`src/core/fspc_pkg.sv`:
```
// Purpose: Constants for the flash security and program store control block
// Assumes: 16-bit program address, 8-bit data, SFR-style register port
// Notes: One package shared by the control core and the lock evaluator
package fspc_pkg;
   // ***********************************************************************
   // Register offsets and resets
   // ***********************************************************************
   localparam logic [7:0] FSPC_PGMCTL_OFS = 8'h8f;
   localparam logic [7:0] FSPC_FCTL_OFS = 8'hb6;
   localparam logic [7:0] FSPC_LIMIT_OFS = 8'hb7;
   localparam logic [7:0] FSPC_PGMCTL_RST = 8'h00;
   localparam logic [7:0] FSPC_FCTL_RST = 8'h80;
   localparam logic [7:0] FSPC_LIMIT_RST = 8'h00;
   // ***********************************************************************
   // Field positions
   // ***********************************************************************
   localparam int FSPC_WR_EN_BIT = 0;
   localparam int FSPC_ER_EN_BIT = 1;
   localparam int FSPC_SCR_SEL_BIT = 2;
   localparam int FSPC_FLSW_EN_BIT = 0;
   localparam int FSPC_RDALW_BIT = 6;
   localparam int FSPC_ONESHOT_BIT = 7;
   localparam logic [7:0] FSPC_PGMCTL_MASK = 8'h07;
   localparam logic [7:0] FSPC_FCTL_MASK = 8'hc1;
   // ***********************************************************************
   // Flash map
   // ***********************************************************************
   localparam logic [15:0] FSPC_WELOCK_ADDR = 16'hfdfe;
   localparam logic [15:0] FSPC_RDLOCK_ADDR = 16'hfdff;
   localparam logic [15:0] FSPC_LOCK_PAGE_BASE = 16'hfc00;
   localparam int FSPC_BLOCK_SHIFT = 13;
   localparam int FSPC_PAGE_SHIFT = 9;
   localparam logic [7:0] FSPC_ERASED_BYTE = 8'hff;
   localparam logic [7:0] FSPC_ZERO_BYTE = 8'h00;
   localparam logic [7:0] FSPC_UNDEF_BYTE = 8'h00;
   // ***********************************************************************
   // Flash operation codes and core states
   // ***********************************************************************
   typedef enum logic [1:0] {
      FSPC_OP_NONE = 2'b00,
      FSPC_OP_WRITE = 2'b01,
      FSPC_OP_PAGE_ERASE = 2'b10,
      FSPC_OP_MASS_ERASE = 2'b11
   } fspc_op_t;
   typedef enum logic [1:0] {
      FSPC_ST_IDLE = 2'b00,
      FSPC_ST_BUSY = 2'b01,
      FSPC_ST_LOAD = 2'b10
   } fspc_state_t;
endpackage : fspc_pkg

```
`src/core/fspc_lock_eval.sv`:
```
// Purpose: Decide JTAG read and write/erase permission from the lock bytes
// Assumes: Lock bytes already captured from flash; addresses are 16-bit
// Notes: Registered outputs, one cycle behind the request address
`timescale 1ns/1ps
module fspc_lock_eval
   import fspc_pkg::*;
#(
   parameter int ADDR_W = 16
) (
   input wire logic mclk,
   input wire logic resetn,
   input wire logic [7:0] rd_lock,
   input wire logic [7:0] we_lock,
   input wire logic [ADDR_W-1:0] addr,
   input wire logic scratch,
   output logic rd_ok_r,
   output logic we_ok_r
);
   initial begin
      if (ADDR_W != 16) $error("fspc_lock_eval needs a 16-bit address");
   end
   logic [2:0] blk;
   logic is_lock;
   assign blk = addr[ADDR_W-1:FSPC_BLOCK_SHIFT];
   assign is_lock = (addr == FSPC_WELOCK_ADDR) || (addr == FSPC_RDLOCK_ADDR);
   always_ff @(posedge mclk or negedge resetn) begin
      if (!resetn) begin
         rd_ok_r <= 1'b0;
         we_ok_r <= 1'b0;
      end else if (scratch) begin
         rd_ok_r <= |rd_lock;
         we_ok_r <= |we_lock;
      end else begin
         rd_ok_r <= is_lock | rd_lock[blk];
         we_ok_r <= is_lock | we_lock[blk];
      end
   end
endmodule : fspc_lock_eval

```
`src/core/fspc_core.sv`:
```
// Purpose: Flash security and program store control
// Assumes: Flash array outside; it accepts one op per flash_req pulse and raises flash_done
// Notes: Lock bytes are reloaded from the array after every reset and every change
`timescale 1ns/1ps
module fspc_core
   import fspc_pkg::*;
#(
   parameter int ADDR_W = 16
) (
   input wire logic mclk,
   input wire logic resetn,
   input wire logic sfr_wr,
   input wire logic sfr_rd,
   input wire logic [7:0] sfr_addr,
   input wire logic [7:0] sfr_wdata,
   output logic [7:0] sfr_rdata_r,
   input wire logic sw_wr,
   input wire logic sw_rd,
   input wire logic [ADDR_W-1:0] sw_addr,
   input wire logic [7:0] sw_wdata,
   input wire logic [ADDR_W-1:0] sw_pc,
   output logic [7:0] sw_rdata_r,
   output logic sw_rvalid_r,
   input wire logic jt_rd,
   input wire logic jt_wr,
   input wire logic jt_erase,
   input wire logic [ADDR_W-1:0] jt_addr,
   input wire logic [7:0] jt_wdata,
   output logic [7:0] jt_rdata_r,
   output logic jt_rvalid_r,
   output logic jt_refused_r,
   output logic debug_ok_r,
   output logic flash_req_r,
   output fspc_op_t flash_op_r,
   output logic [ADDR_W-1:0] flash_addr_r,
   output logic [7:0] flash_wdata_r,
   output logic flash_scratch_r,
   output logic flash_rd_r,
   input wire logic flash_done,
   input wire logic [7:0] flash_rdata,
   output logic oneshot_en_r,
   output logic read_always_r,
   output logic busy_r
);
   initial begin
      if (ADDR_W != 16) $error("fspc_core needs a 16-bit address");
   end
   // ***********************************************************************
   // Registers
   // ***********************************************************************
   logic [7:0] pgm_ctl_r;
   logic [7:0] fctl_r;
   logic [7:0] limit_r;
   logic limit_done_r;
   logic [7:0] rd_lock_r;
   logic [7:0] we_lock_r;
   logic jt_pend_r;
   logic [2:0] jt_req_r;
   logic rd_src_r;
   logic [1:0] load_cnt_r;
   fspc_state_t state_r;
   logic rd_ok;
   logic we_ok;
   logic [ADDR_W-1:0] limit_addr;
   logic upper_code;
   logic below;
   logic sw_wr_ok;
   logic sw_er;
   logic in_lock_page;
   logic is_lock_adr;

   always_ff @(posedge mclk or negedge resetn) begin
      if (!resetn) begin
         pgm_ctl_r <= FSPC_PGMCTL_RST;
         fctl_r <= FSPC_FCTL_RST;
      end else if (sfr_wr) begin
         if (sfr_addr == FSPC_PGMCTL_OFS) begin
            pgm_ctl_r <= sfr_wdata & FSPC_PGMCTL_MASK;
         end else if (sfr_addr == FSPC_FCTL_OFS) begin
            fctl_r <= sfr_wdata & FSPC_FCTL_MASK;
         end
      end
   end

   always_ff @(posedge mclk or negedge resetn) begin
      if (!resetn) begin
         limit_r <= FSPC_LIMIT_RST;
         limit_done_r <= 1'b0;
      end else if (sfr_wr && sfr_addr == FSPC_LIMIT_OFS && !limit_done_r) begin
         limit_r <= sfr_wdata;
         limit_done_r <= 1'b1;
      end
   end

   always_ff @(posedge mclk or negedge resetn) begin
      if (!resetn) begin
         sfr_rdata_r <= FSPC_ZERO_BYTE;
      end else if (sfr_rd) begin
         if (sfr_addr == FSPC_PGMCTL_OFS) begin
            sfr_rdata_r <= pgm_ctl_r;
         end else if (sfr_addr == FSPC_FCTL_OFS) begin
            sfr_rdata_r <= fctl_r;
         end else if (sfr_addr == FSPC_LIMIT_OFS) begin
            sfr_rdata_r <= limit_r;
         end else begin
            sfr_rdata_r <= FSPC_ZERO_BYTE;
         end
      end
   end

   always_ff @(posedge mclk or negedge resetn) begin
      if (!resetn) begin
         oneshot_en_r <= 1'b1;
         read_always_r <= 1'b0;
      end else begin
         oneshot_en_r <= fctl_r[FSPC_ONESHOT_BIT];
         read_always_r <= fctl_r[FSPC_RDALW_BIT];
      end
   end

   // ***********************************************************************
   // Software partition and enable checks
   // ***********************************************************************
   assign limit_addr = {limit_r, FSPC_ZERO_BYTE};
   assign upper_code = sw_pc >= limit_addr;
   assign below = sw_addr < limit_addr;
   assign in_lock_page = sw_addr[ADDR_W-1:FSPC_PAGE_SHIFT] == FSPC_LOCK_PAGE_BASE[ADDR_W-1:FSPC_PAGE_SHIFT];
   assign sw_er = pgm_ctl_r[FSPC_ER_EN_BIT];
   // Scratchpad accesses bypass the partition test; its map is separate
   assign sw_wr_ok = sw_wr && pgm_ctl_r[FSPC_WR_EN_BIT] && fctl_r[FSPC_FLSW_EN_BIT]
                     && !(upper_code && below && !pgm_ctl_r[FSPC_SCR_SEL_BIT])
                     && !(sw_er && in_lock_page && !pgm_ctl_r[FSPC_SCR_SEL_BIT]);
   assign is_lock_adr = (jt_addr == FSPC_WELOCK_ADDR) || (jt_addr == FSPC_RDLOCK_ADDR);

   fspc_lock_eval #(
      .ADDR_W(ADDR_W)
   ) u_lock (
      .mclk(mclk),
      .resetn(resetn),
      .rd_lock(rd_lock_r),
      .we_lock(we_lock_r),
      .addr(jt_addr),
      .scratch(1'b0),
      .rd_ok_r(rd_ok),
      .we_ok_r(we_ok)
   );

   // ***********************************************************************
   // Flash sequencer
   // ***********************************************************************
   // JTAG requests are held one cycle so the registered permission lines up
   always_ff @(posedge mclk or negedge resetn) begin
      if (!resetn) begin
         state_r <= FSPC_ST_LOAD;
         load_cnt_r <= 2'b00;
         flash_req_r <= 1'b0;
         flash_op_r <= FSPC_OP_NONE;
         flash_addr_r <= '0;
         flash_wdata_r <= FSPC_ZERO_BYTE;
         flash_scratch_r <= 1'b0;
         flash_rd_r <= 1'b0;
         jt_pend_r <= 1'b0;
         jt_req_r <= 3'b000;
         rd_src_r <= 1'b0;
         sw_rdata_r <= FSPC_ZERO_BYTE;
         sw_rvalid_r <= 1'b0;
         jt_rdata_r <= FSPC_ZERO_BYTE;
         jt_rvalid_r <= 1'b0;
         jt_refused_r <= 1'b0;
         rd_lock_r <= FSPC_ZERO_BYTE;
         we_lock_r <= FSPC_ZERO_BYTE;
         busy_r <= 1'b1;
      end else begin
         flash_req_r <= 1'b0;
         flash_rd_r <= 1'b0;
         sw_rvalid_r <= 1'b0;
         jt_rvalid_r <= 1'b0;
         jt_refused_r <= 1'b0;
         case (state_r)
            FSPC_ST_LOAD: begin
               // Reload both lock bytes so later checks see the array
               busy_r <= 1'b1;
               if (load_cnt_r == 2'b00 || load_cnt_r == 2'b10) begin
                  flash_rd_r <= 1'b1;
                  flash_scratch_r <= 1'b0;
                  flash_addr_r <= (load_cnt_r == 2'b00) ? FSPC_WELOCK_ADDR : FSPC_RDLOCK_ADDR;
                  load_cnt_r <= load_cnt_r + 2'b01;
               end else if (load_cnt_r == 2'b01) begin
                  we_lock_r <= flash_rdata;
                  load_cnt_r <= 2'b10;
               end else begin
                  rd_lock_r <= flash_rdata;
                  load_cnt_r <= 2'b00;
                  state_r <= FSPC_ST_IDLE;
                  busy_r <= 1'b0;
               end
            end
            FSPC_ST_IDLE: begin
               jt_pend_r <= (jt_rd || jt_wr || jt_erase) && !jt_pend_r;
               // Request kind is kept: the pulse is gone when the permission arrives
               jt_req_r <= {jt_erase, jt_wr, jt_rd};
               if (jt_pend_r) begin
                  flash_addr_r <= jt_addr;
                  flash_scratch_r <= 1'b0;
                  flash_wdata_r <= jt_wdata;
                  if (jt_req_r[2] && is_lock_adr) begin
                     flash_op_r <= FSPC_OP_MASS_ERASE;
                     flash_req_r <= 1'b1;
                     state_r <= FSPC_ST_BUSY;
                     busy_r <= 1'b1;
                  end else if (jt_req_r[2] && we_ok) begin
                     flash_op_r <= FSPC_OP_PAGE_ERASE;
                     flash_req_r <= 1'b1;
                     state_r <= FSPC_ST_BUSY;
                     busy_r <= 1'b1;
                  end else if (jt_req_r[1] && we_ok) begin
                     flash_op_r <= FSPC_OP_WRITE;
                     flash_req_r <= 1'b1;
                     state_r <= FSPC_ST_BUSY;
                     busy_r <= 1'b1;
                  end else if (jt_req_r[0] && rd_ok) begin
                     flash_rd_r <= 1'b1;
                     rd_src_r <= 1'b1;
                  end else if (jt_req_r[0]) begin
                     jt_rdata_r <= FSPC_UNDEF_BYTE;
                     jt_rvalid_r <= 1'b1;
                     jt_refused_r <= 1'b1;
                  end else begin
                     jt_refused_r <= 1'b1;
                  end
               end else if (rd_src_r) begin
                  rd_src_r <= 1'b0;
                  jt_rdata_r <= flash_rdata;
                  jt_rvalid_r <= 1'b1;
               end else if (sw_rd) begin
                  if (upper_code && below && !pgm_ctl_r[FSPC_SCR_SEL_BIT]) begin
                     sw_rdata_r <= FSPC_ZERO_BYTE;
                     sw_rvalid_r <= 1'b1;
                  end else begin
                     flash_rd_r <= 1'b1;
                     flash_addr_r <= sw_addr;
                     flash_scratch_r <= pgm_ctl_r[FSPC_SCR_SEL_BIT];
                     state_r <= FSPC_ST_BUSY;
                     flash_op_r <= FSPC_OP_NONE;
                  end
               end else if (sw_wr_ok) begin
                  flash_req_r <= 1'b1;
                  flash_addr_r <= sw_addr;
                  flash_wdata_r <= sw_wdata;
                  flash_scratch_r <= pgm_ctl_r[FSPC_SCR_SEL_BIT];
                  flash_op_r <= sw_er ? FSPC_OP_PAGE_ERASE : FSPC_OP_WRITE;
                  state_r <= FSPC_ST_BUSY;
                  busy_r <= 1'b1;
               end
            end
            FSPC_ST_BUSY: begin
               if (flash_op_r == FSPC_OP_NONE) begin
                  sw_rdata_r <= flash_rdata;
                  sw_rvalid_r <= 1'b1;
                  state_r <= FSPC_ST_IDLE;
               end else if (flash_done) begin
                  state_r <= FSPC_ST_LOAD;
                  flash_op_r <= FSPC_OP_NONE;
               end
            end
            default: begin
               state_r <= FSPC_ST_IDLE;
            end
         endcase
      end
   end

   always_ff @(posedge mclk or negedge resetn) begin
      if (!resetn) begin
         debug_ok_r <= 1'b0;
      end else begin
         debug_ok_r <= rd_lock_r[sw_pc[ADDR_W-1:FSPC_BLOCK_SHIFT]];
      end
   end

   // ***********************************************************************
   // Checks
   // ***********************************************************************
   limit_once_a: assert property (@(posedge mclk) disable iff (!resetn)
      limit_done_r |=> $stable(limit_r))
      else $error("access limit changed after first write");
   fctl_resv_a: assert property (@(posedge mclk) disable iff (!resetn)
      (fctl_r & ~FSPC_FCTL_MASK) == FSPC_ZERO_BYTE)
      else $error("reserved control bits set");
   sw_block_a: assert property (@(posedge mclk) disable iff (!resetn)
      (state_r == FSPC_ST_IDLE && !jt_pend_r && !rd_src_r && !sw_rd && sw_wr && !fctl_r[FSPC_FLSW_EN_BIT])
      |=> !flash_req_r)
      else $error("software write without enable");
   upper_zero_a: assert property (@(posedge mclk) disable iff (!resetn)
      (state_r == FSPC_ST_IDLE && !jt_pend_r && !rd_src_r && sw_rd && upper_code && below
       && !pgm_ctl_r[FSPC_SCR_SEL_BIT]) |=> sw_rvalid_r && sw_rdata_r == FSPC_ZERO_BYTE)
      else $error("upper partition read below limit not zero");
   lockpg_noer_a: assert property (@(posedge mclk) disable iff (!resetn)
      (flash_req_r && flash_op_r == FSPC_OP_PAGE_ERASE && !flash_scratch_r && !$past(jt_pend_r))
      |-> flash_addr_r[ADDR_W-1:FSPC_PAGE_SHIFT] != FSPC_LOCK_PAGE_BASE[ADDR_W-1:FSPC_PAGE_SHIFT])
      else $error("software erased lock page");
   mass_jtag_a: assert property (@(posedge mclk) disable iff (!resetn)
      (flash_req_r && flash_op_r == FSPC_OP_MASS_ERASE) |-> $past(jt_pend_r) && $past(jt_req_r[2]))
      else $error("mass erase not from debug port");
   jt_rdlock_a: assert property (@(posedge mclk) disable iff (!resetn)
      jt_refused_r && jt_rvalid_r |-> jt_rdata_r == FSPC_UNDEF_BYTE)
      else $error("locked read returned data");
   oneshot_rst_a: assert property (@(posedge mclk) disable iff (!resetn)
      $rose(limit_done_r) |-> oneshot_en_r == $past(fctl_r[FSPC_ONESHOT_BIT], 1))
      else $error("one-shot output out of step");
   mass_c: cover property (@(posedge mclk) disable iff (!resetn) flash_req_r && flash_op_r == FSPC_OP_MASS_ERASE);
   swwr_c: cover property (@(posedge mclk) disable iff (!resetn) flash_req_r && flash_op_r == FSPC_OP_WRITE);
   refuse_c: cover property (@(posedge mclk) disable iff (!resetn) jt_refused_r);
   zero_c: cover property (@(posedge mclk) disable iff (!resetn) sw_rvalid_r && upper_code);
endmodule : fspc_core

```
`config.mk`:
```
export PLATFORM = sky130hd
export DESIGN_NAME = fspc_core
export DESIGN_NICKNAME = d
export VERILOG_FILES = /design/src/core/fspc_pkg.sv /design/src/core/fspc_lock_eval.sv /design/src/core/fspc_core.sv
export SDC_FILE = /design/constraint.sdc
export NUM_CORES = 1
export LEC_CHECK = 0
export ABC_AREA = 1
export BUFFER_PORTS_ARGS = -buffer_cell sky130_fd_sc_hd__buf_2
export CAP_MARGIN = 15
export CELL_PAD_IN_SITES_DETAIL_PLACEMENT = 1
export CELL_PAD_IN_SITES_GLOBAL_PLACEMENT = 1
export CORE_MARGIN = 4
export CORE_UTILIZATION = 40
export CTS_CLUSTER_DIAMETER = 80
export DETAILED_ROUTE_END_ITERATION = 6
export GPL_TIMING_DRIVEN = 1
export PLACE_DENSITY = 0.86
export SYNTH_ARGS = -nofsm -noshare
export SYNTH_HDL_FRONTEND = slang
export SYNTH_SLANG_ARGS = --single-unit
```
`constraint.sdc`:
```
create_clock -name mclk -period 3.8 [get_ports mclk]
set_clock_uncertainty 0.1 [all_clocks]
set_input_delay 1.14 -clock mclk [delete_from_list [all_inputs] [get_ports mclk]]
set_output_delay 1.14 -clock mclk [all_outputs]
set_load 0.03 [all_outputs]
```
-- Word-level counts from Yosys, hierarchy flattened
Cells that the tools add are included.
- register bits after elaboration: 102
- latch bits: 0
- memory bits (writable): 0
- bits in read-only memories: 0
- input bits: 98
- output and inout bits: 60
- word-level logic and storage cells: 237
- memories kept: 0
- add/sub/neg operators: 1
- multiply operators: 0
- divide/modulo/power cells: 0
- order comparisons: 4
- eq/ne operators: 35
- shifts and indexed selects: 0
- mux-type cells: 120
- bitwise gates (word level): 5
- reductions and logical operators: 43
- operator list (cell ; count):
    8-bit two-way mux ; 19
    16-bit two-way mux ; 6
    1-bit two-way mux ; 60
    2-bit two-way mux ; 24
    16-bit equality test, second input constant ; 2
    16-bit one-hot mux with 2 select lines ; 1
    2-bit != test, second input constant ; 15
    8-bit equality test, second input constant ; 3
    7-bit AND reduction ; 3
    16-bit >= comparator ; 1
    16-bit less-than comparator ; 1
    8-bit one-hot mux with 2 select lines ; 1
    1-bit logical AND ; 15
    5-bit AND reduction ; 3
    3-bit != test, second input constant ; 4
    1-bit binary-select mux with 3-bit select ; 3
    3-bit AND reduction ; 3
    3-bit by 4-bit less-than comparator with 1-bit output, second input constant ; 2
    4-bit != test, second input constant ; 2
    1-bit one-hot mux with 2 select lines ; 4
    2-bit nonzero test ; 4
    7-bit equality test, second input constant ; 1
    2-bit zero test ; 3
    2-bit by 1-bit != test with 1-bit output, second input constant ; 3
    13 further kinds ; 25

-- Logic depth before layout (Yosys ltp)
Gate-level depths: netlist of the first run.
- word-level depth: 11
- depth in mapped cells: 16
- mapped depth without buffers: 15

-- Cells and area by module
A second synthesis of the first run with hierarchy kept.
- cell total of the unflattened synthesis: 709
- area total of the unflattened synthesis: 5486.5 sq um
- modules (own cells, without submodules) (module ; instances ; cells an instance ; area an instance (sq um) ; sequential area each (sq um)):
    fspc_core ; 1 ; 639 ; 5146.2 ; 2507.4
    fspc_lock_eval ; 1 ; 70 ; 340.3 ; 50.0

-- Worst setup path after synthesis of the first run
Ideal clock, no wire load.
- path kind: input port to flip-flop
- start point: in sw_pc[15]
- end point: reg flash_addr_r[0]
- library setup time: 117 ps
- arrival: 2442 ps
- required time: 3583 ps
- path slack: 1141 ps
- stages on the path: 11
- buffers on the path: 1
- cells stage by stage: ha_1 > a21o_1 > nor2_1 > nand3_2 > nand3_2 > nand2_4 > nor2_8 > nand2_8 > buf_12 > nand2_2 > nand2_1
- longest elaborated chain between the ends: 8
- elaborated cells on any way between the ends: 9
- those cells by class: order compare: 1; eq/ne: 2; reduce/logical: 6
- ends and longest elaborated chain (item ; line ; RTL):
    from (decl) ; fspc_core.sv:21 ; input wire logic [ADDR_W-1:0] sw_pc,
    16-bit >= comparator * ; fspc_core.sv:125 ; assign upper_code = sw_pc >= limit_addr;
    1-bit logical AND * (2 in series) ; fspc_core.sv:131, fspc_core.sv:236 ;
    1-bit zero test ; fspc_core.sv:131 ; && !(upper_code && below && !pgm_ctl_r[FSPC_SCR_SEL_BIT])
    1-bit logical AND ; fspc_core.sv:131 ;
    1-bit logical AND ; fspc_core.sv:132 ; && !(sw_er && in_lock_page && !pgm_ctl_r[FSPC_SCR_SEL_BIT]);
    4-bit != test (no source line) ; - ;
    5-bit AND reduction (no source line) * ; - ;
    to (signal assigned) ; fspc_core.sv:186 ; flash_addr_r <= (load_cnt_r == 2'b00) ? FSPC_WELOCK_ADDR : FSPC_RDLOCK_ADDR;
    to (signal assigned) ; fspc_core.sv:203 ; flash_addr_r <= jt_addr;
    to (signal assigned) ; fspc_core.sv:241 ; flash_addr_r <= sw_addr;
    to (decl) ; fspc_core.sv:35 ; output logic [ADDR_W-1:0] flash_addr_r,
Mark *: on every way between the ends. The rest lies on a longest branch, timed or not.
A chain may end at the register's enable or synchronous reset.

-- Final worst setup path of the first run
- start point: in sw_pc[15]
- end point: reg flash_addr_r[11]
Same word-level chain as after synthesis.

==> out/qor.csv, run 1 <==
metric,value,unit
finalMaxSlewViolations,0,
syn-cell-area,5440,um^2
worstPathMaxFanout,23,
antenna_found_initial,0,
yosysTopAreaCellShare,45.0,%
die_w,125,um
grt_max_degree,103,
initial_core_util,40.9,%
outcome,"complete, no violations",
cpPeakStageDelay,0.40,ns
cp_data_required_time,3.93,ns
cts-resized-gates,0,
total_leakage_power,3.73,nW
startpoint_type,primary input,
grtUsageTotal,22.1,%
cts_tree,done,
path_class,primary input to flip-flop,
grt_first_pass_wirelength,28.4,mm
synth-edff-count,0,
clkTransAtPathRegs,0.07,ns
post_drt_wl_per_cell,16.4,um
cts_buffers,9,
crit_top_cell,nand2_1,
cp_top_family,simple AND/OR/NAND/NOR gates,
drtPass1Iterations,4,
crit_chain,buf_2 > ha_1 > nand2_1 > inv_1 > nand2_1 > nor2_1 > nand2_1 > nand3_2 > nand3_1 > nand2_1 > nand2_2 > nand2_8 > nand2_1 > nand2_1,
final_cells,1036,
vias_per_cell,5.11,
finalInstanceArea,6680,um^2
portBuffers,157,
place_area,6380,um^2
antenna_cells,0,
timing.fmax,0.343,GHz
synth.top_cells.by_area,"dfrtp_1 (45%), nand2_1 (16%), inv_1 (5.7%), nand3_1 (5.5%), o21ai_0 (4.5%)",
rsz0062_at_grt,false,
cts_max_level,3,
grt_pass1_vias,5607,
setup_slack,0.884,ns
cts_root_buf,clkbuf_16,
ys_seq_elements,102,
worst_pin_slew,0.571,ns
clock_sinks,102,
yosys_most_used_dff,dfrtp_1,
arrival,3.04,ns
yosysWarningCount,0,
relSlewSlack,62.0,%
ios,158,
wl,17.0,mm
syn-num-nets,822,
slowest_stage,nand2_2,
synth_top_area_cell,dfrtp_1,
async_flop_share,100,%
drive_gt1_share,24.0,%
hold_path_class,flip-flop to flip-flop,
setup_viol,0,
fin_nets,973,
core_area,13300,um^2
holdBufCountCts,0,
dp_cells,1021,
drtIter0Drc,297,
ir_drop,295,uV
synthDistinctLibCells,39,
vias,5293,
dpl_worst_slack,0.565,ns
hold_viol_final,0,
final_cell_mix,"nand2_1 (232), buf_2 (156), dfrtp_1 (98)",
p_total,5.09,mW
yosysSeqAreaShare,47.0,%
powerDensity,762,nW/um^2
cp_num_buf_inv,2,
globalplace.congestion,0.823,
rows,42,
syn_inst,705,
drv_cap,0,
period_share,76.7,%
tns,0,ns
clkLatencyLatePin,0.34,ns
final_common_cell,nand2_1,
clock_path_buffers,2,
finish.utilization,50.2,%
die_h,125,um
die-area,15500,um^2
hpwl,12.8,mm
post_cts.repair.setup_buffers,0,
syn_area_per_cell,7.72,um^2
drc,0,
period_needed,2.92,ns
holdWs,0.275,ns
syn_to_final_growth,22.6,%
gr-total-overflow,0,
end_kind,flip-flop,
ant_nets,0,
-- routing by layer --
layer | GRT usage [%] | part of all wire (%) | up-vias
met5 | 0 | 0 | -
met4 | 4.64 | 1.4 | 0
met3 | 5.66 | 6.7 | 17
met2 | 36.9 | 48 | 152
met1 | 29.1 | 44 | 2567
li1 | - | - | 2557
-- synthesized netlist by cell type (all sizes together), types with 2 or more instances --
master	n
nand3	63
a21oi	30
dfstp	4
o31ai	4
inv	85
clkbuf	11
ha	19
o211ai	2
a211oi	2
nand2	248
o21a	3
a221oi	2
o221ai	2
nor2	51
o21ai	50
buf	10
nand4	10
nor3	3
dfrtp	98
a21o	2
-- state kept, by name, indices dropped and copies added (netlist names), 2 cells and up --
signal and flops:
sw_rdata_r 8, flash_wdata_r 8, load_cnt_r 2, jt_rdata_r 8, rd_lock_r 8, fctl_r 3, flash_op_r 2, state_r 2
sfr_rdata_r 8, flash_addr_r 16, limit_r 8, we_lock_r 8, jt_req_r 3, pgm_ctl_r 3
-- final timing paths --
| check | end | slack [ns] | startpoint | depth (start not counted) |
|---|---|---|---|---|
| max in group asynchronous | state_r[1] | 2.42 | resetn | 2 |
| max | flash_addr_r[11] | 0.88 | sw_pc[15] | 14 |
| min reg2reg | oneshot_en_r | 0.28 | fctl_r[7] | 0 |
| max reg2reg | flash_addr_r[11] | 1.33 | limit_r[7] | 14 |
| min | oneshot_en_r | 0.28 | fctl_r[7] | 0 |
| min in group asynchronous | sfr_rdata_r[3] | 0.76 | resetn | 2 |
-- cell type report --
cell class              instances  area [um^2]
flip-flops and latches        102         2560
clock buffers                  12          246
fillers                      1744         6620
multi-input cells             497         2460
inverters                      85          319
well taps                     176          220
repair buffers                161          831
clock inverters                 3         45.0
-- cells by family after synthesis --
family,Yosys count,synth area share (%)
AOI/OAI and AO/OA,101,10.5
and+or+nand+nor,377,30.2
DFF,102,47.0
adders and majority gates,19,4.37
buffers and inverters,106,7.91
-- power breakdown --
group / total [mW] / switching (mW) / leakage (nW) / internal (mW)
clock: 0.915 / 0.389 / 0.135 / 0.526
combinational: 2.40 / 1.69 / 2.35 / 0.704
sequential: 1.77 / 0.282 / 1.25 / 1.49
No activity file was read; power rests on OpenSTA's default activity.
==> run 2: changes to the inputs <==
- CORE_UTILIZATION: 40 -> 34
- PLACE_DENSITY: 0.86 -> 0.78
- clock period: 3.8 -> 2.3 ns (I/O delays scaled with it)
==> run 2 against run 1 <==
Sequential cell count did not move. Register-to-register slack got worse by 1.2 ns. Sequential power rose by 64%. First-iteration DRC count fell by 18%. Routed wire length rose by 2.2%. Combinational power rose by 74%. Via count rose by 0.59%. Power rose by 70%. Clock power rose by 68%. Hold slack got worse by 0.14 ns. Critical path type unchanged.
==> out/qor.csv, run 2 (synthesis gave the netlist of run 1 again) <==
metric,value,unit
total_leakage_power,3.89,nW
grtUsageTotal,19.4,%
top_register,flash_addr_r,
drv_cap,0,
wl,17.4,mm
ir_drop,536,uV
ant_nets,0,
clock_sinks,102,
drtIter0Drc,243,
cts_tree,done,
syn_to_final_growth,28.7,%
startpoint,sw_pc[15],
hpwl,13.5,mm
final_common_cell,nand2_1,
antenna_found_initial,2,
ios,158,
cts_buffers,9,
grt_max_degree,47,
outcome,"complete, no violations",
clock_path_buffers,2,
grt_first_pass_wirelength,28.2,mm
fin_nets,1001,
arrival,2.30,ns
drc,0,
portBuffers,157,
timing.fmax,0.463,GHz
vias_per_cell,4.83,
startpoint_type,primary input,
drive_gt1_share,27.1,%
final_cell_mix,"nand2_1 (230), buf_2 (156), dfrtp_1 (98)",
largest_reg_flops,16,
path_class,primary input to flip-flop,
gr-total-overflow,0,
finalMaxSlewViolations,0,
setup_viol,0,
p_total,8.63,mW
cts_root_buf,clkbuf_16,
final_cells,1102,
globalplace.congestion,0.804,
initial_core_util,35.3,%
rows,45,
hold_path_class,primary input to asynchronous set/reset pin,
hold_viol_final,0,
reg2reg_from,limit_r[4],
die-area,18100,um^2
period_share,93.8,%
worst_pin_slew,0.458,ns
post_drt_wl_per_cell,15.8,um
die_h,135,um
grt_pass1_vias,5622,
cp_data_required_time,2.44,ns
powerDensity,1230,nW/um^2
tns,0,ns
core_area,15400,um^2
period_needed,2.16,ns
end_kind,flip-flop,
cts_max_level,3,
dp_cells,1084,
worstPathMaxFanout,17,
clkTransAtPathRegs,0.07,ns
vias,5324,
drtPass1Iterations,4,
clkLatencyLatePin,0.35,ns
die_w,135,um
relSlewSlack,69.4,%
[run 2: cell types whose count changed in the layout (fill, tap and decap cells not counted), sizes merged]
cell	before	now
clkbuf	12	14
clkinvlp	2	0
buf	161	189
diode	0	2
clkinv	0	1
[run 2: final cells by class]
cell class | instances | area [um^2]
Clock inverter | 2 | 35.0
Antenna cell | 2 | 5.00
Fill cell | 1991 | 8420
Sequential cell | 102 | 2560
Inverter | 85 | 319
Clock buffer | 14 | 254
Timing Repair Buffer | 189 | 1090
Tap cell | 211 | 264
Multi-Input combinational cell | 497 | 2480
[run 2: where the power goes]
group          switching, mW  total [mW]  internal (mW)
Clock                  0.660        1.54          0.875
Sequential             0.449        2.91           2.46
Combinational           2.85        4.18           1.33
Total                   3.96        8.63           4.67
[run 2: repair_timing]
action | CTS | global route
setup endpoints to repair | 0 | 30
hold endpoints to repair | 0 | 0
buffers inserted | 0 | 0
hold buffers | 0 | 0
resized for setup | 0 | 12
[run 2: worst paths after layout]
path	slack, ns	depth (start not counted)	end
setup / recovery	0.14	11	flash_addr_r[9]
hold / removal	0.14	1	limit_r[3]
setup reg to reg	0.15	14	flash_addr_r[9]
hold reg to reg	0.28	0	oneshot_en_r
max in group asynchronous	1.32	2	busy_r
min in group mclk	0.28	0	oneshot_en_r
[run 2: metrics by stage]
step           worst slack [ns]  instance area (um^2)  hold slack (ns)  utilization, %
2_1_floorplan            0.0912                  5440            0.261               -
4_1_cts                  0.0549                  6960            0.140            45.1
3_3_place_gp             -0.141                  6680            0.270            43.3
6_report                  0.142                  7000            0.139            45.4
3_5_place_dp             -0.259                  6680            0.273            43.3
5_1_grt                -0.00159                  7000            0.155            45.4
[run 2: layer usage]
| metal | routed length [um] | global-route usage (%) | vias up | part of all wire (%) |
|---|---|---|---|---|
| met5 | 13 | 0 | - | 0.075 |
| met4 | 276 | 5.83 | 2 | 1.6 |
| met3 | 923 | 3.58 | 23 | 5.3 |
| met2 | 8260 | 32.8 | 133 | 47 |
| met1 | 7920 | 25.4 | 2547 | 46 |
| li1 | - | - | 2619 | - |
[run 2: critical path: stages]
cell	delay [ns]
buf_2	0.11
ha_1	0.32
a21o_1	0.19
nor2_1	0.15
nand3_2	0.15
nand3_2	0.13
nand2_4	0.07
nor2_8	0.19
nand2_8	0.14
nand2_1	0.10
nand2_1	0.05
